File: config.mk
export PLATFORM = sky130hd
export DESIGN_NAME = mmd_decode
export DESIGN_NICKNAME = d
export VERILOG_FILES = /design/src/mmd_pkg.sv /design/src/mmd_range.sv /design/src/mmd_decode.sv
export SDC_FILE = /design/constraint.sdc
export NUM_CORES = 1
export LEC_CHECK = 0
export BUFFER_PORTS_ARGS = -buffer_cell sky130_fd_sc_hd__clkbuf_2
export CAP_MARGIN = 20
export CORE_UTILIZATION = 50
export CTS_BUF_LIST = sky130_fd_sc_hd__clkbuf_8
export CTS_CLUSTER_DIAMETER = 120
export CTS_CLUSTER_SIZE = 20
export DETAILED_ROUTE_END_ITERATION = 16
export GPL_ROUTABILITY_DRIVEN = 0
export PLACE_DENSITY = 0.87
export SKIP_CTS_REPAIR_TIMING = 1
export SYNTH_ARGS = -nofsm -noshare
export SYNTH_HDL_FRONTEND = slang
export SYNTH_SLANG_ARGS = --single-unit
File: constraint.sdc
create_clock -name mclk -period 3.6 [get_ports mclk]
set_input_delay 0.72 -clock mclk [delete_from_list [all_inputs] [get_ports mclk]]
set_output_delay 0.72 -clock mclk [all_outputs]
set_load 0.05 [all_outputs]
File: src/mmd_pkg.sv
// Purpose: Shared constants for the memory map decoder
// Assumes: 16-bit data space, 23-bit paged program space
// Notes:   Addresses are word addresses
package mmd_pkg;
  localparam int DW = 16;
  localparam int PAW = 23;
  localparam int PGW = 7;
  localparam int BLKW = 13;
  localparam int ROMW = 14;
  localparam int NBLK = 8;
  // Memory-mapped registers in data page 0
  localparam logic [15:0] PAGE_ADDR = 16'h001e;
  localparam logic [15:0] MODE_ADDR = 16'h001d;
  localparam logic [15:0] MMR_TOP = 16'h007f;
  // Data space RAM slices
  localparam logic [15:0] LOW_RAM_LO = 16'h0080;
  localparam logic [15:0] LOW_RAM_HI = 16'h7fff;
  localparam logic [15:0] HIGH_RAM_LO = 16'h8000;
  // Program space
  localparam logic [15:0] ROM_LO = 16'hc000;
  localparam logic [PGW-1:0] ROM_PAGE = 7'h00;
  localparam logic [PGW-1:0] HIGH_RAM_PAGE = 7'h01;
  localparam logic [15:0] VEC_BASE = 16'hff80;
  // Host port read window under RAM/ROM security
  localparam logic [15:0] HP_RD_LO = 16'h4000;
  localparam logic [15:0] HP_RD_HI = 16'h5fff;
  localparam logic [15:0] BLANK_WORD = 16'hffff;
  // Mode register fields and resets
  localparam int VECTOR_PAGE_POINTER_MSB = 15;
  localparam int VECTOR_PAGE_POINTER_LSB = 7;
  localparam int ROM_MODE_BIT = 6;
  localparam int RAM_OVERLAY_ENABLE_BIT = 5;
  localparam int ADDRESS_VISIBILITY_BIT = 4;
  localparam int PROGRAM_RAM_IN_DATA_ENABLE_BIT = 3;
  localparam int CLOCK_OUTPUT_DISABLE_BIT = 2;
  localparam int MULTIPLY_SATURATION_BIT = 1;
  localparam int SST_BIT = 0;
  localparam logic [8:0] VECTOR_PAGE_POINTER_RST = 9'h1ff;
  localparam logic [5:0] LOW_BITS_RST = 6'h00;
  localparam logic [15:0] PAGE_RST = 16'h0000;
endpackage : mmd_pkg

File: src/mmd_range.sv
// Purpose: Inclusive address window compare for one RAM slice
// Assumes: LO not above HI
// Notes:   Pure combinational, no state
module mmd_range #(
  parameter logic [15:0] LO = 16'h0000,
  parameter logic [15:0] HI = 16'hffff
) (
  input  wire logic [15:0] addr,
  output logic             hit
);
  assign hit = (addr >= LO) && (addr <= HI);
endmodule : mmd_range

File: src/mmd_decode.sv
// Purpose: Program/data/host address decode and memory security
// Assumes: Requests synchronous to mclk; decode answered next edge, host port grants in the same cycle
// Notes:   Security option straps are static mask inputs

// Function
// RQ1 - Data space 64K; outside RAM goes external
// RQ2 - Unmapped program addresses go external
// RQ3 - 128 pages of 64K via page register
// RQ4 - Page register at data 001Eh, reset zero
// RQ5 - 16K ROM exists only in program space
// RQ6 - ROM at C000h-FFFFh, vectors FF80h
// RQ7 - Software leaves FF00h-FF7Fh unused
// RQ8 - Rom mode low starts at FF80h
// RQ9 - Eight 8K dual-access RAM blocks
// RQ10 - Low four blocks; overlay maps to program
// RQ11 - High four blocks; data-ROM maps to data
// RQ12 - Data slices of 8K per block
// RQ13 - Program slices 018000h-01FFFFh in order
// RQ14 - Secure ROM reads from outside return FFFFh
// RQ15 - Security blocks emulation, keeps boundary scan
// RQ16 - RAM/ROM security forces rom mode zero
// RQ17 - RAM/ROM security limits host reads 4000h-5FFFh
// RQ18 - ROM-only: host free, mode from pin
// RQ19 - Taken vector loads PC, four words each
// RQ20 - Vectors at page given by pointer
// RQ21 - Hardware reset sets pointer all ones
// RQ22 - Mode register layout and resets
// RQ23 - Overlay never maps addresses 0h-7Fh
// RQ24 - Rom mode bit enables ROM; pin at reset
// RQ25 - Software reset keeps vector pointer
// RQ26 - Exactly one program target per access
module mmd_decode (
  input  wire logic                    mclk,
  input  wire logic                    rst,
  input  wire logic                    ce,
  input  wire logic                    soft_rst,
  input  wire logic                    rom_mode_select,
  input  wire logic                    sec_ram_rom,
  input  wire logic                    sec_rom_only,
  // Program address generator
  input  wire logic                    prog_req,
  input  wire logic                    prog_fetch,
  input  wire logic [15:0]             prog_addr,
  output logic                         prog_sel_rom,
  output logic [3:0]                   prog_sel_ram,
  output logic                         prog_sel_ext,
  output logic [mmd_pkg::PAW-1:0]      prog_ext_addr,
  output logic [mmd_pkg::ROMW-1:0]     prog_rom_addr,
  output logic [mmd_pkg::BLKW-1:0]     prog_ram_addr,
  input  wire logic [15:0]             rom_rdata,
  output logic [15:0]                  prog_rdata,
  output logic                         prog_rdata_valid,
  // Data address generator
  input  wire logic                    data_rd,
  input  wire logic                    data_wr,
  input  wire logic [15:0]             data_addr,
  input  wire logic [15:0]             data_wdata,
  output logic [mmd_pkg::NBLK-1:0]     data_sel_ram,
  output logic                         data_sel_ext,
  output logic                         data_sel_mmr,
  output logic [mmd_pkg::BLKW-1:0]     data_ram_addr,
  output logic [15:0]                  data_reg_rdata,
  // Host port
  input  wire logic                    hp_rd,
  input  wire logic                    hp_wr,
  input  wire logic [15:0]             hp_addr,
  output logic                         hp_rd_grant,
  output logic                         hp_wr_grant,
  // Vectors
  input  wire logic                    vec_take,
  input  wire logic [4:0]              vec_num,
  output logic [15:0]                  vec_pc,
  output logic                         vec_load,
  // Emulation and mode outputs
  input  wire logic                    emu_req,
  output logic                         emu_grant,
  output logic                         bscan_enable,
  output logic [15:0]                  mode_reg,
  output logic [15:0]                  page_reg
);

  logic [8:0]  vector_page_pointer;
  logic        rom_mode;
  logic [5:0]  low_bits;
  logic        ram_overlay_enable;
  logic        program_ram_in_data_enable;
  logic        secure;
  logic        exec_rom;
  logic        rom_pending;
  logic        blank_pending;
  logic [mmd_pkg::PGW-1:0] page;
  logic [mmd_pkg::NBLK-1:0] blk_hit;
  logic        p_rom;
  logic [3:0]  p_ram;
  logic        p_ext;

  assign ram_overlay_enable   = low_bits[mmd_pkg::RAM_OVERLAY_ENABLE_BIT];
  assign program_ram_in_data_enable   = low_bits[mmd_pkg::PROGRAM_RAM_IN_DATA_ENABLE_BIT];
  assign secure = sec_ram_rom | sec_rom_only;
  assign page   = page_reg[mmd_pkg::PGW-1:0];
  assign mode_reg = {vector_page_pointer, rom_mode, low_bits}; // see RQ22

  // Mode register: pointer, rom mode and six plain bits
  always_ff @(posedge mclk) begin
    if (rst) begin
      vector_page_pointer <= mmd_pkg::VECTOR_PAGE_POINTER_RST; // see RQ21
    end else if (ce && data_wr && data_addr == mmd_pkg::MODE_ADDR) begin
      vector_page_pointer <= data_wdata[mmd_pkg::VECTOR_PAGE_POINTER_MSB:mmd_pkg::VECTOR_PAGE_POINTER_LSB]; // see RQ20
    end
    // Software reset leaves the pointer alone
  end // see RQ25

  // Strap is sampled only while reset is held; sync reset makes this legal
  always_ff @(posedge mclk) begin
    if (rst) begin
      rom_mode <= sec_ram_rom ? 1'b0 : rom_mode_select; // see RQ16 RQ18
    end else if (ce && data_wr && data_addr == mmd_pkg::MODE_ADDR) begin
      rom_mode <= data_wdata[mmd_pkg::ROM_MODE_BIT]; // see RQ24
    end
  end

  always_ff @(posedge mclk) begin
    if (rst) begin
      low_bits <= mmd_pkg::LOW_BITS_RST; // see RQ22
    end else if (ce) begin
      if (data_wr && data_addr == mmd_pkg::MODE_ADDR) begin
        low_bits <= data_wdata[5:0];
      end else if (soft_rst) begin
        low_bits <= mmd_pkg::LOW_BITS_RST;
      end
    end
  end

  // Program page register
  always_ff @(posedge mclk) begin
    if (rst) begin
      page_reg <= mmd_pkg::PAGE_RST; // see RQ4
    end else if (ce && data_wr && data_addr == mmd_pkg::PAGE_ADDR) begin
      page_reg <= {9'h000, data_wdata[mmd_pkg::PGW-1:0]}; // see RQ3
    end
  end

  // Data space block windows, one per RAM block
  genvar gi;
  generate
    for (gi = 0; gi < mmd_pkg::NBLK; gi++) begin : g_blk
      localparam logic [15:0] BASE = 16'(gi * 16'h2000);
      localparam logic [15:0] LO =
        (gi == 0) ? mmd_pkg::LOW_RAM_LO : BASE;
      mmd_range #(
        .LO (LO),
        .HI (16'(BASE + 16'h1fff))
      ) u_rng (
        .addr (data_addr),
        .hit  (blk_hit[gi])
      ); // see RQ9 RQ12
    end
  endgenerate

  // Program space target, ROM wins over any other on-chip hit
  always_comb begin
    p_rom = 1'b0;
    p_ram = 4'h0;
    p_ext = 1'b0;
    if (page == mmd_pkg::ROM_PAGE && !rom_mode &&
        prog_addr >= mmd_pkg::ROM_LO) begin
      p_rom = 1'b1; // see RQ5 RQ6 RQ24
    end else if (ram_overlay_enable && prog_addr >= mmd_pkg::LOW_RAM_LO &&
                 prog_addr <= mmd_pkg::LOW_RAM_HI) begin
      p_ram[prog_addr[14:13]] = 1'b1; // see RQ10 RQ23
    end else if (page == mmd_pkg::HIGH_RAM_PAGE &&
                 prog_addr >= mmd_pkg::HIGH_RAM_LO) begin
      p_ram[prog_addr[14:13]] = 1'b1; // see RQ11 RQ13
    end else begin
      p_ext = 1'b1; // see RQ2
    end
  end // see RQ26

  // Program decode outputs, one cycle after the request
  always_ff @(posedge mclk) begin
    if (rst) begin
      prog_sel_rom  <= 1'b0;
      prog_sel_ram  <= 4'h0;
      prog_sel_ext  <= 1'b0;
      prog_ext_addr <= '0;
      prog_rom_addr <= '0;
      prog_ram_addr <= '0;
    end else if (ce) begin
      prog_sel_rom  <= prog_req & p_rom;
      prog_sel_ram  <= prog_req ? p_ram : 4'h0;
      prog_sel_ext  <= prog_req & p_ext;
      prog_ext_addr <= {page, prog_addr}; // see RQ3
      prog_rom_addr <= prog_addr[mmd_pkg::ROMW-1:0];
      prog_ram_addr <= prog_addr[mmd_pkg::BLKW-1:0];
    end
  end

  // Tracks where the executing instruction came from
  always_ff @(posedge mclk) begin
    if (rst) begin
      exec_rom <= 1'b1;
    end else if (ce && prog_req && prog_fetch) begin
      exec_rom <= p_rom;
    end
  end

  // A fetch into ROM is always allowed, so branches into ROM still work
  always_ff @(posedge mclk) begin
    if (rst) begin
      rom_pending   <= 1'b0;
      blank_pending <= 1'b0;
    end else if (ce) begin
      rom_pending   <= prog_req & p_rom;
      blank_pending <= prog_req & p_rom & !prog_fetch &
                       secure & !exec_rom; // see RQ14
    end
  end

  // ROM word returned two cycles after the request
  always_ff @(posedge mclk) begin
    if (rst) begin
      prog_rdata       <= 16'h0000;
      prog_rdata_valid <= 1'b0;
    end else if (ce) begin
      prog_rdata_valid <= rom_pending;
      if (rom_pending) begin
        prog_rdata <= blank_pending ? mmd_pkg::BLANK_WORD
                                    : rom_data_in(rom_rdata); // see RQ14
      end
    end
  end

  function automatic logic [15:0] rom_data_in(input logic [15:0] d);
    rom_data_in = d;
  endfunction : rom_data_in

  // Data decode; page 0 never reaches RAM
  always_ff @(posedge mclk) begin
    if (rst) begin
      data_sel_ram  <= '0;
      data_sel_ext  <= 1'b0;
      data_sel_mmr  <= 1'b0;
      data_ram_addr <= '0;
    end else if (ce) begin
      data_ram_addr <= data_addr[mmd_pkg::BLKW-1:0];
      data_sel_ram  <= '0;
      data_sel_ext  <= 1'b0;
      data_sel_mmr  <= 1'b0;
      if (data_rd || data_wr) begin
        if (data_addr <= mmd_pkg::MMR_TOP) begin
          data_sel_mmr <= 1'b1;
        end else if (data_addr <= mmd_pkg::LOW_RAM_HI) begin
          data_sel_ram <= blk_hit; // see RQ1 RQ10
        end else if (program_ram_in_data_enable) begin
          data_sel_ram <= blk_hit; // see RQ11
        end else begin
          data_sel_ext <= 1'b1; // see RQ1
        end
      end
    end
  end

  // Register read data
  always_ff @(posedge mclk) begin
    if (rst) begin
      data_reg_rdata <= 16'h0000;
    end else if (ce && data_rd) begin
      if (data_addr == mmd_pkg::PAGE_ADDR) begin
        data_reg_rdata <= page_reg;
      end else if (data_addr == mmd_pkg::MODE_ADDR) begin
        data_reg_rdata <= mode_reg;
      end else begin
        data_reg_rdata <= 16'h0000;
      end
    end
  end

  // Host port gating is combinational so it can stall the host at once
  assign hp_wr_grant = hp_wr; // see RQ17 RQ18
  assign hp_rd_grant = hp_rd &&
    (!sec_ram_rom || (hp_addr >= mmd_pkg::HP_RD_LO &&
                      hp_addr <= mmd_pkg::HP_RD_HI)); // see RQ17

  // Vector fetch address: pointer page plus four words per vector
  always_ff @(posedge mclk) begin
    if (rst) begin
      vec_pc   <= mmd_pkg::VEC_BASE; // see RQ8 RQ21
      vec_load <= 1'b0;
    end else if (ce) begin
      vec_load <= vec_take;
      if (vec_take) begin
        vec_pc <= {vector_page_pointer, vec_num, 2'b00}; // see RQ19 RQ20
      end
    end
  end

  // Emulation is refused outright on a secured part
  assign emu_grant    = emu_req & !secure; // see RQ15
  assign bscan_enable = 1'b1; // see RQ15

endmodule : mmd_decode

**Word level (Yosys, flattened, before mapping)**

Cells that the tools add are included.

- Register bits after elaboration: 152
- Logic and storage cells: 120

- Magnitude comparators: 25
- Equality and inequality tests: 3
- Muxes and demuxes: 28
- Bitwise operators: 7
- Reductions and logical operators: 36

Operator list:

| cell | number |
|---|---|
| $ge 16x16->1 const B | 6 |
| $le 16x15->1 const B | 4 |
| $le 16x16->1 const B | 4 |
| $ge 16x15->1 const B | 3 |
| $mux 16 | 3 |
| $eq 16x5->1 const B | 2 |
| $ge 16x8->1 const B | 2 |
| $mux 8 | 4 |
| $logic_and 1x1->1 | 23 |
| $ge 16x14->1 const B | 1 |
| $le 16x13->1 const B | 1 |
| $le 16x14->1 const B | 1 |
| $le 16x7->1 const B | 1 |
| $mux 4 | 4 |
| $mux 1 | 14 |
| $mux 6 | 2 |
| $eq 7x1->1 const B | 1 |
| $logic_not 7->1 | 1 |
| $and 1x1->1 | 6 |
| $reduce_and 2->1 | 3 |
| $logic_not 1->1 | 5 |
| $reduce_bool 2->1 | 2 |
| $lt 2x3->1 const B | 1 |
| $demux 1 s2 | 1 |
| other kinds (3) | 4 |

**Depth between registers and ports, before layout**

Gate-level depths: netlist of run 1.

- Depth in word-level cells: 8
- Gate-level depth with buffers: 7

**By module**

A second synthesis of run 1 with hierarchy kept.

- Cells, all modules: 601
- Area total of the unflattened synthesis: 5307.6 um^2

Modules (own cells, without submodules):

| module | times used | cells each | area an instance (um^2) |
|---|---|---|---|
| mmd_decode | 1 | 590 | 5216.3 |
| mmd_range at g_blk[1].u_rng ... | 3 | 1 | 12.5 |
| mmd_range at g_blk[3].u_rng ... | 3 | 1 | 8.8 |
| mmd_range at g_blk[0].u_rng | 1 | 4 | 21.3 |
| mmd_range at g_blk[7].u_rng | 1 | 1 | 6.3 |

**Worst setup path before layout of run 1**

Ideal clock, no wire load.

- Path type: in2out
- From: in hp_addr[15]
- To: out hp_rd_grant
- Arrival time: 2.319 ns
- Path slack: 0.561 ns
- Cell stages on the path: 2
- Path through: or3b_2 -> a21boi_0

- Word-level cells in the longest chain between the ends: 4
- Elaborated cells on any way between the ends: 5
- Classes of those cells: 2 x order compare; 3 x reduce/logical

RTL lines:

| element | RTL line | RTL |
|---|---|---|
| from (decl) | mmd_decode.sv:66 | `input wire logic [15:0] hp_addr,` |
| $ge 16x15->1 / $le 16x15->1 (equally long branches) | mmd_decode.sv:281, mmd_decode.sv:282 |  |
| $logic_and 1x1->1 (*) | mmd_decode.sv:281 | `(!sec_ram_rom \|\| (hp_addr >= mmd_pkg::HP_RD_LO &&` |
| $logic_or 1x1->1 (*) | mmd_decode.sv:281 |  |
| $logic_and 1x1->1 (*) | mmd_decode.sv:280 | `assign hp_rd_grant = hp_rd &&` |
| to (decl) | mmd_decode.sv:67 | `output logic hp_rd_grant,` |

Mark *: on every way between the ends. The rest lies on a longest branch, timed or not.

**Final worst setup path of run 1**

Same ends and word-level chain as after synthesis.

==> flow_metrics.py, run 1 <==
metrics = {
    "timing": {
        "finalCriticalPeriod_ps": 2440,
        "finalMaxSlewViolations": 0,
        "fmax_mhz": 410,
        "skew_ps": 13.3,
        "post-route-period-util_pct": 67.8,
        "finalSetupViolCount": 0,
        "final.setup.tns_ps": 0,
        "rsz0062_at_grt": "false",
        "worst_pin_slew_ps": 728,
        "fin_hold_ws_ps": 458,
        "finalHoldViolations": 0,
        "slew_headroom_pct": 51.3,
    },
    "logic_synthesis": {
        "synth_warnings": 0,
        "synth.yosys.seq_area_share_pct": 49.5,
        "postSynthAreaPerCell_um2": 8.88,
        "synth-edff-count": 1,
        "ys.flop_type": "dfxtp_1",
        "ys_ff_latch": 125,
        "synth_area_um2": 5080,
        "syn_inst": 572,
        "synthArstFlopShare_pct": 0,
        "ys_types": 45,
    },
    "critical_path": {
        "slowest_delay_ps": 440,
        "cpMostUsedCell": "clkbuf_2",
        "reg2reg_to": "prog_sel_ram[2]",
        "crit_required_ps": 2880,
        "cp_num_buf_inv": 2,
        "rr_startpoint": "page_reg[2]",
        "cpMaxStageDelayCell": "or3b_2",
        "worst-r2r-cell-count": 4,
        "cp_top_family": "simple AND/OR/NAND/NOR gates",
        "reg2reg_slack_ps": 1610,
        "crit_arrival_ps": 1720,
        "cp_max_fo": 1,
        "worst-setup-path-type": "input port to output port",
        "worstPathCellList": "clkbuf_2 -> or3b_2 -> a21boi_0 -> clkbuf_2",
        "end_kind": "output port",
        "start_kind": "input port",
    },
    "clock_network": {
        "cts_buffers": 17,
        "cts_tree": "built",
        "root_buffer": "clkbuf_8",
        "cts.reportedPaths.clkPinSlew_ps": 70,
        "clock_path_buffers": 2,
        "h-tree-depth": 4,
        "clk-insertion-delay-late_ps": 430,
        "clock-sinks": 125,
    },
    "drt": {
        "drt-pass1-iter-count": 5,
        "vias": 4938,
        "ant_nets": 0,
        "routed_wl_mm": 14.8,
        "routedWlPerCell_um": 16.2,
        "vias_per_cell": 5.41,
        "drt_iter0_drc": 213,
        "drc": 0,
    },
    "power": {
        "power.switching_uw": 942,
        "intPower_mw": 2.24,
        "pwr-share-clk_pct": 40.3,
        "p_total_mw": 3.18,
        "comb_power_share_pct": 14.3,
        "vdd_ir_drop_max_v": 0.000312,
        "leakagePower_nw": 3.10,
        "power_density_nw_per_um2": 490,
        "p_seq_share_pct": 45.4,
        "switching_share_pct": 29.7,
    },
    "placed_design": {
        "dpl.cell_count": 881,
        "placed_area_um2": 6070,
        "place.detailed.hpwl_mm": 10.9,
        "numPortBuffers": 237,
    },
    "status": {
        "status": "finished clean",
    },
    "layout": {
        "top_register": "prog_ext_addr",
        "fin_nets": 867,
        "final_cell_count_no_fill": 913,
        "multi_input_area_um2": 2130,
        "largest_reg_flops": 23,
        "area.sequential_um2": 2510,
        "syn_to_final_growth_pct": 27.7,
        "reg_top3": "prog_ext_addr: 23 flops, data_reg_rdata: 16 flops, prog_rdata: 16 flops",
        "drive_gt1_share_pct": 36.5,
        "n_antenna_cell": 0,
        "fillers": 821,
        "design_area_um2": 6490,
    },
    "worst_hold_path": {
        "min_path_cells": 2,
        "hp-start": "vec_pc[2]",
        "hold_end": "vec_pc[2]",
        "hp-class": "flop to flop",
    },
    "floorplanning": {
        "die_height_um": 103,
        "fp.dieArea_um2": 10600,
        "coreArea_um2": 9820,
        "fp-row-count": 36,
        "io_pins": 265,
        "initial_utilization_pct": 51.7,
        "die_x_um": 103,
    },
    "global_routing": {
        "gr-total-overflow": 0,
        "antenna_found_initial": 0,
        "grt_pass1_wl_mm": 22.1,
        "grt_max_degree": 44,
        "grt_pass1_vias": 4463,
        "grt.total_usage_pct": 27.7,
    },
    "run": {
        "drv_cap": 0,
    },
}
cell usage after synthesis, drive strengths merged, types with 2 or more instances:
library cell,instances,area (um2)
a32o,5,50.1
nor2,76,285
nand3,37,185
or3,3,18.8
a22o,4,35.0
clkbuf,29,109
buf,49,344
inv,6,22.5
and4b,2,20.0
and2,4,27.5
nand4,3,18.8
o21ai,18,90.1
nand2,61,231
conb,2,7.51
or3b,2,17.5
a22oi,8,60.1
mux2i,43,430
nor4,3,33.8
nor3,40,205
a21oi,18,90.1
a32oi,12,105
o211ai,6,45.0
dfxtp,124,2480
or4,2,22.5
worst max-delay path by stage:
stage / cells after the start / slack, ps / end / startpoint
after floorplan: 2 / 560 / hp_rd_grant / hp_addr[15]
after global placement: 4 / 960 / rom_mode / ce
after detailed placement: 4 / 940 / rom_mode / ce
after CTS: 4 / 1160 / hp_rd_grant / hp_addr[15]
after global routing: 4 / 1080 / hp_rd_grant / hp_addr[15]
final: 4 / 1160 / hp_rd_grant / hp_addr[15]
routing by layer:
metal | track usage [%] | wire length (um)
met5 | 0 | 0
met4 | 8.78 | 258
met2 | 48.5 | 7390
met1 | 32.1 | 5980
met3 | 8.68 | 1200
tightest hold or removal path: cells and delay by family, from the launching register on:
kind,cells,cell delay (ps)
DFF,1,310
and+or+nand+nor,1,50
AOI/OAI and AO/OA,1,50
cell families after synthesis:
logic type	after synthesis	share of synthesized area [%]
muxes	43	8.47
buffers and inverters	85	9.43
and+or+nand+nor	242	22.5
DFF	125	49.5
AOI/OAI and AO/OA	75	10.0
other	2	0.148
area by class of cell:
type,instances,area share (%)
sequential,125,38.7
tap,133,2.57
multi-input combinational,372,32.8
timing repair buffer,244,19.1
clock inverter,14,2.62
inverter,7,0.405
clock buffer,18,3.82
stage by stage:
stage	util [%]	setup WS, ps
global placement	61.8	962
floorplan	-	561
detailed placement	61.8	937
CTS	66.1	1160
finish	66.1	1160
global route	66.1	1080
cell usage in the layout (no fill, tap or decap), types with 2 or more instances in the layout:
| cell type | count |
|---|---|
| a21oi_1 | 18 |
| a22o_1 | 4 |
| a22oi_1 | 8 |
| a32o_1 | 5 |
| a32oi_1 | 12 |
| and2_1 | 3 |
| and4b_1 | 2 |
| buf_2 | 2 |
| buf_4 | 7 |
| bufinv_16 | 3 |
| clkbuf_2 | 235 |
| clkbuf_8 | 18 |
| clkinv_2 | 2 |
| clkinv_4 | 4 |
| clkinvlp_4 | 3 |
| conb_1 | 12 |
| dfxtp_1 | 124 |
| inv_1 | 7 |
| mux2i_1 | 43 |
| nand2_1 | 60 |
| nand3_1 | 37 |
| nand4_1 | 3 |
| nor2_1 | 76 |
| nor3_1 | 39 |
| nor4_1 | 2 |
| o211ai_1 | 6 |
| o21ai_0 | 18 |
| or3_1 | 3 |
| or3b_2 | 2 |
| or4_4 | 2 |
power groups by stage:
| stage | registers (mW) | clock network [mW] | logic (mW) |
|---|---|---|---|
| after floorplan | 1.58 | 0 | 0.247 |
| after global placement | 1.47 | 0 | 0.447 |
| after detailed placement | 1.47 | 0 | 0.455 |
| after CTS | 1.44 | 1.30 | 0.456 |
| after global routing | 1.45 | 1.36 | 0.484 |
| final | 1.44 | 1.28 | 0.456 |
(Power assumes the default switching activity.)
==> run 2: changes to the inputs <==
--- a/config.mk
+++ b/config.mk
@@ -5,15 +5,16 @@
 export SDC_FILE = /design/constraint.sdc
 export NUM_CORES = 1
 export LEC_CHECK = 0
+export ABC_AREA = 1
 export BUFFER_PORTS_ARGS = -buffer_cell sky130_fd_sc_hd__clkbuf_2
 export CAP_MARGIN = 20
-export CORE_UTILIZATION = 50
+export CORE_UTILIZATION = 48
 export CTS_BUF_LIST = sky130_fd_sc_hd__clkbuf_8
 export CTS_CLUSTER_DIAMETER = 120
 export CTS_CLUSTER_SIZE = 20
 export DETAILED_ROUTE_END_ITERATION = 16
 export GPL_ROUTABILITY_DRIVEN = 0
-export PLACE_DENSITY = 0.87
+export PLACE_DENSITY = 0.83
 export SKIP_CTS_REPAIR_TIMING = 1
 export SYNTH_ARGS = -nofsm -noshare
 export SYNTH_HDL_FRONTEND = slang
==> constraint.sdc (replaced) <==
create_clock -name mclk -period 2.5 [get_ports mclk]
set_input_delay 0.5 -clock mclk [delete_from_list [all_inputs] [get_ports mclk]]
set_output_delay 0.5 -clock mclk [all_outputs]
set_load 0.05 [all_outputs]
==> flow_metrics.py, run 2 <==
metrics = {
    "logic_synthesis": {
        "synth.yosys.seq_area_share_pct": 46.7,
        "synth_top_area_share_pct": 46.1,
        "synth_top_cell_by_area": "dfxtp_1",
        "synth-edff-count": 1,
        "synth.most_common_cell": "nand2_1",
        "synth_warnings": 0,
        "ys_top_cells_by_count": "129 x nand2_1, 124 x dfxtp_1, 107 x nor2_1, 58 x o21ai_0, 46 x a21oi_1",
        "synth_area_um2": 5380,
        "ys_ff_latch": 125,
        "syn_inst": 708,
        "synthArstFlopShare_pct": 0,
        "ys.flop_type": "dfxtp_1",
        "ys_types": 34,
        "postSynthAreaPerCell_um2": 7.60,
        "synthTopCellsByArea": "dfxtp_1 46%, nand2_1 9.0%, nor2_1 7.5%",
    },
    "timing": {
        "finalMaxSlewViolations": 0,
        "fin_hold_ws_ps": 277,
        "finalSetupViolCount": 0,
        "finalHoldViolations": 0,
        "slew_headroom_pct": 57.4,
        "final.setup.tns_ps": 0,
        "finalCriticalPeriod_ps": 1750,
        "fmax_mhz": 571,
        "rsz0062_at_grt": "false",
        "post-route-period-util_pct": 70.1,
        "worst_pin_slew_ps": 638,
        "skew_ps": 13.5,
    },
    "floorplanning": {
        "io_pins": 265,
        "fp.dieArea_um2": 11600,
        "coreArea_um2": 10900,
        "initial_utilization_pct": 49.4,
        "die_x_um": 108,
        "die_height_um": 108,
        "fp-row-count": 38,
    },
    "placed_design": {
        "dpl.cell_count": 1029,
        "numPortBuffers": 237,
        "place.detailed.hpwl_mm": 10.7,
    },
    "layout": {
        "utilization_pct": 63.0,
        "final_cell_count_no_fill": 1061,
        "final_common_cell": "clkbuf_2",
        "largest_reg_flops": 23,
        "reg_top3": "prog_ext_addr: 23 flops, data_reg_rdata: 16 flops, prog_rdata: 16 flops",
        "fin_nets": 1008,
        "drive_gt1_share_pct": 35.0,
        "final_cell_mix": "237 x clkbuf_2, 129 x nand2_1, 124 x dfxtp_1",
        "fillers": 1028,
        "top_register": "prog_ext_addr",
        "syn_to_final_growth_pct": 27.4,
        "n_antenna_cell": 0,
    },
    "power": {
        "leakagePower_nw": 3.43,
        "vdd_ir_drop_max_v": 0.000382,
        "power_density_nw_per_um2": 702,
    },
    "drt": {
        "vias": 5325,
        "routed_wl_mm": 14.7,
        "vias_per_cell": 5.02,
        "drc": 0,
        "routedWlPerCell_um": 13.8,
        "ant_nets": 0,
        "drt-pass1-iter-count": 5,
        "drt_iter0_drc": 279,
    },
    "critical_path": {
        "crit_required_ps": 2000,
        "cp_num_buf_inv": 1,
        "start_kind": "flop",
        "cp_top_family": "flip-flops",
        "end_kind": "output port",
        "cpMaxStageDelayCell": "dfxtp_1",
        "crit_arrival_ps": 1250,
        "cp_max_fo": 5,
        "worstPathCellList": "clkbuf_2",
        "slowest_delay_ps": 490,
        "worst-setup-path-type": "flop to output port",
    },
    "global_routing": {
        "grt.total_usage_pct": 25.1,
        "antenna_found_initial": 0,
        "gr-total-overflow": 0,
        "grt_max_degree": 51,
        "grt_pass1_wl_mm": 22.7,
        "grt_pass1_vias": 4669,
    },
    "clock_network": {
        "h-tree-depth": 4,
        "cts.reportedPaths.clkPinSlew_ps": 80,
        "clk-insertion-delay-late_ps": 420,
        "clock_path_buffers": 2,
        "root_buffer": "clkbuf_8",
        "cts_buffers": 17,
        "cts_tree": "built",
        "clock-sinks": 125,
    },
    "worst_hold_path": {
        "hp-class": "input port to flop",
    },
    "status": {
        "status": "finished clean",
    },
    "run": {
        "drv_cap": 0,
    },
}
run 2: changes by cell type in the layout (fill, tap and decap cells not counted), sizes merged, moves of 5 or more:
cell	previous run	this run
a32oi	12	0
inv	8	45
a22oi	8	0
nor2	76	114
a21oi	18	55
o21ai	18	58
o211ai	6	0
nor3	40	21
nand4	3	19
nand3	37	55
mux2i	43	0
a32o	5	0
nand2	61	134
run 2: final cells by class:
type                    instances  area, um2  share of cell area (%)
flip-flops and latches        125       2510                    36.7
multi-input cells             472       2270                    33.1
repair buffers                248       1290                    18.9
clock buffers                  17        234                    3.41
clock inverters                15        198                    2.88
well taps                     140        175                    2.56
inverters                      44        171                    2.50
run 2: worst min-delay path, stage by stage:
cell and delay (ps):
clkbuf_2 70, nand2_1 40, nand3_1 50
run 2: through the flow:
step / instance area [um2] / total power [mW] / worst slack (ps)
2_1_floorplan: 5420 / 2.77 / 342
4_1_cts: 6850 / 4.85 / 711
5_1_grt: 6850 / 5.01 / 686
3_3_place_gp: 6420 / 2.94 / 492
6_report: 6850 / 4.81 / 749
3_5_place_dp: 6420 / 2.95 / 488
run 2: kinds of logic after synthesis:
family	synth area share, %
and+or+nand+nor	30.1
AOI/OAI and AO/OA	11.3
other	0.140
buffers and inverters	11.8
DFF	46.7
run 2: final timing paths:
kind / slack (ps) / cells after the start / endpoint / start
setup / recovery: 750 / 1 / page_reg[3] / page_reg[3]
hold / removal: 280 / 3 / vector_page_pointer[1] / data_wdata[8]
setup reg to reg: 990 / 5 / blank_pending / page_reg[4]
hold reg to reg: 460 / 2 / vec_load / vec_load
run 2: per-layer routing:
metal  routed length (um)  vias to the layer above  global-route usage (%)
met2                 7140                      223                    43.2
met4                  221                        0                    7.53
met5                    0                        -                       0
li1                     -                     2647                       -
met3                 1130                       17                    6.42
met1                 6200                     2438                    30.6
run 2: where the power goes:
group	internal, mW	switching, mW
combinational	0.182	0.617
clock	1.09	0.823
sequential	2.06	0.0399
==> run 3: changes to the inputs <==
--- a/config.mk
+++ b/config.mk
@@ -8,13 +8,13 @@
 export ABC_AREA = 1
 export BUFFER_PORTS_ARGS = -buffer_cell sky130_fd_sc_hd__clkbuf_2
 export CAP_MARGIN = 20
-export CORE_UTILIZATION = 48
+export CORE_UTILIZATION = 43
 export CTS_BUF_LIST = sky130_fd_sc_hd__clkbuf_8
 export CTS_CLUSTER_DIAMETER = 120
 export CTS_CLUSTER_SIZE = 20
 export DETAILED_ROUTE_END_ITERATION = 16
 export GPL_ROUTABILITY_DRIVEN = 0
-export PLACE_DENSITY = 0.83
+export PLACE_DENSITY = 0.79
 export SKIP_CTS_REPAIR_TIMING = 1
 export SYNTH_ARGS = -nofsm -noshare
 export SYNTH_HDL_FRONTEND = slang
==> constraint.sdc (replaced) <==
create_clock -name mclk -period 1.6 [get_ports mclk]
set_input_delay 0.32 -clock mclk [delete_from_list [all_inputs] [get_ports mclk]]
set_output_delay 0.32 -clock mclk [all_outputs]
set_load 0.05 [all_outputs]
==> flow_metrics.py, run 3 (synthesized netlist as in run 2, its figures left out) <==
metrics = {
    "status": {
        "status": "finished clean",
    },
    "timing": {
        "post-route-period-util_pct": 96.2,
        "finalSetupViolCount": 0,
        "rsz0062_at_grt": "false",
        "fin_ws_ps": 61.0,
        "skew_ps": 8.75,
        "finalCriticalPeriod_ps": 1540,
        "finalHoldViolations": 0,
        "fin_hold_ws_ps": 72.9,
        "fmax_mhz": 650,
        "finalMaxSlewViolations": 0,
        "final.setup.tns_ps": 0,
    },
    "layout": {
        "reg_top3": "prog_ext_addr: 23 flops, data_reg_rdata: 16 flops, prog_rdata: 16 flops",
        "utilization_pct": 57.5,
        "multi_input_area_um2": 2270,
        "largest_reg_flops": 23,
        "top_register": "prog_ext_addr",
        "fin_nets": 1025,
        "final_cell_mix": "235 x clkbuf_2, 129 x nand2_1, 124 x dfxtp_1",
        "syn_to_final_growth_pct": 29.5,
        "final_common_cell": "clkbuf_2",
        "area.sequential_um2": 2510,
        "n_antenna_cell": 0,
        "drive_gt1_share_pct": 36.1,
        "fillers": 1172,
        "final_cell_count_no_fill": 1105,
        "design_area_um2": 6970,
    },
    "worst_hold_path": {
        "hp-start": "data_wdata[10]",
        "hp-class": "input port to flop",
        "hold_end": "vector_page_pointer[3]",
        "min_path_cells": 3,
    },
    "power": {
        "p_seq_share_pct": 47.8,
        "vdd_ir_drop_max_v": 0.000665,
        "leakagePower_nw": 3.50,
        "intPower_mw": 4.68,
        "comb_power_share_pct": 18.5,
        "switching_share_pct": 32.1,
        "pwr-share-clk_pct": 33.7,
        "p_total_mw": 6.89,
        "power.switching_mw": 2.21,
        "power_density_nw_per_um2": 988,
    },
    "floorplanning": {
        "die_height_um": 114,
        "initial_utilization_pct": 44.4,
        "io_pins": 265,
        "fp.dieArea_um2": 13000,
        "die_x_um": 114,
        "coreArea_um2": 12100,
        "fp-row-count": 40,
    },
    "clock_network": {
        "clock_path_buffers": 2,
        "cts.reportedPaths.clkPinSlew_ps": 70,
        "clock-sinks": 125,
        "cts_tree": "built",
        "clk-insertion-delay-late_ps": 440,
        "h-tree-depth": 4,
        "cts_buffers": 17,
        "root_buffer": "clkbuf_8",
    },
    "global_routing": {
        "grt_pass1_wl_mm": 24.1,
        "antenna_found_initial": 0,
        "grt.total_usage_pct": 24.0,
        "grt_pass1_vias": 4836,
        "grt_max_degree": 40,
        "gr-total-overflow": 0,
    },
    "critical_path": {
        "reg2reg_slack_ps": 270,
        "crit_required_ps": 1280,
        "end_kind": "output port",
        "crit_arrival_ps": 1220,
        "worst-r2r-cell-count": 7,
        "worst-setup-path-type": "flop to output port",
        "cp_max_fo": 5,
        "rr_startpoint": "page_reg[2]",
        "slowest_delay_ps": 460,
        "cp_num_buf_inv": 1,
        "start_kind": "flop",
        "cpMaxStageDelayCell": "dfxtp_1",
        "cp_top_family": "flip-flops",
        "reg2reg_to": "prog_sel_ram[2]",
        "worstPathCellList": "clkbuf_2",
    },
    "drt": {
        "ant_nets": 0,
        "drc": 0,
        "vias_per_cell": 4.84,
        "routedWlPerCell_um": 13.6,
        "drt-pass1-iter-count": 5,
        "routed_wl_mm": 15.1,
        "drt_iter0_drc": 300,
        "vias": 5347,
    },
    "placed_design": {
        "dpl.cell_count": 1074,
        "numPortBuffers": 237,
        "pre_cts_ws_ps": -45.8,
        "placed_area_um2": 6640,
        "place.detailed.hpwl_mm": 11.2,
    },
    "run": {
        "drv_cap": 0,
    },
}
## run 3: cell type report
class	count	area share [%]
Tap cell	168	3.02
Clock inverter	11	0.772
Sequential cell	125	36.1
Multi-Input combinational cell	472	32.6
Inverter	44	2.46
Timing Repair Buffer	265	21.1
Clock buffer	20	3.95
## run 3: worst max-delay path by stage
| stage | startpoint | endpoint | cells past startpoint |
|---|---|---|---|
| 4_1_cts | page_reg[3] | page_reg[3] | 1 |
| 6_report | page_reg[3] | page_reg[3] | 1 |
| 3_3_place_gp | data_addr[5] | data_reg_rdata[15] | 9 |
| 2_1_floorplan | rom_pending | prog_rdata[0] | 5 |
| 5_1_grt | page_reg[0] | page_reg[0] | 1 |
| 3_5_place_dp | data_addr[5] | vector_page_pointer[5] | 9 |
## run 3: layer usage
layer / vias up / global-route usage [%] / wire length, um
met5: - / 0 / 0
met4: 0 / 7.97 / 216
met3: 18 / 7.23 / 1140
met2: 227 / 39.3 / 7170
met1: 2409 / 30.2 / 6560
li1: 2693 / - / -
## run 3: tightest hold or removal path: stages
cell and delay (ps):
clkbuf_2 70, nand2_1 40, nand3_1 50
## run 3: power groups by stage
stage | Sequential, mW | Combinational (mW) | Clock, mW
3_3_place_gp | 3.35 | 1.28 | 0
2_1_floorplan | 3.71 | 0.629 | 0
5_1_grt | 3.30 | 1.37 | 2.50
6_report | 3.29 | 1.28 | 2.32
3_5_place_dp | 3.36 | 1.28 | 0
4_1_cts | 3.29 | 1.29 | 2.38
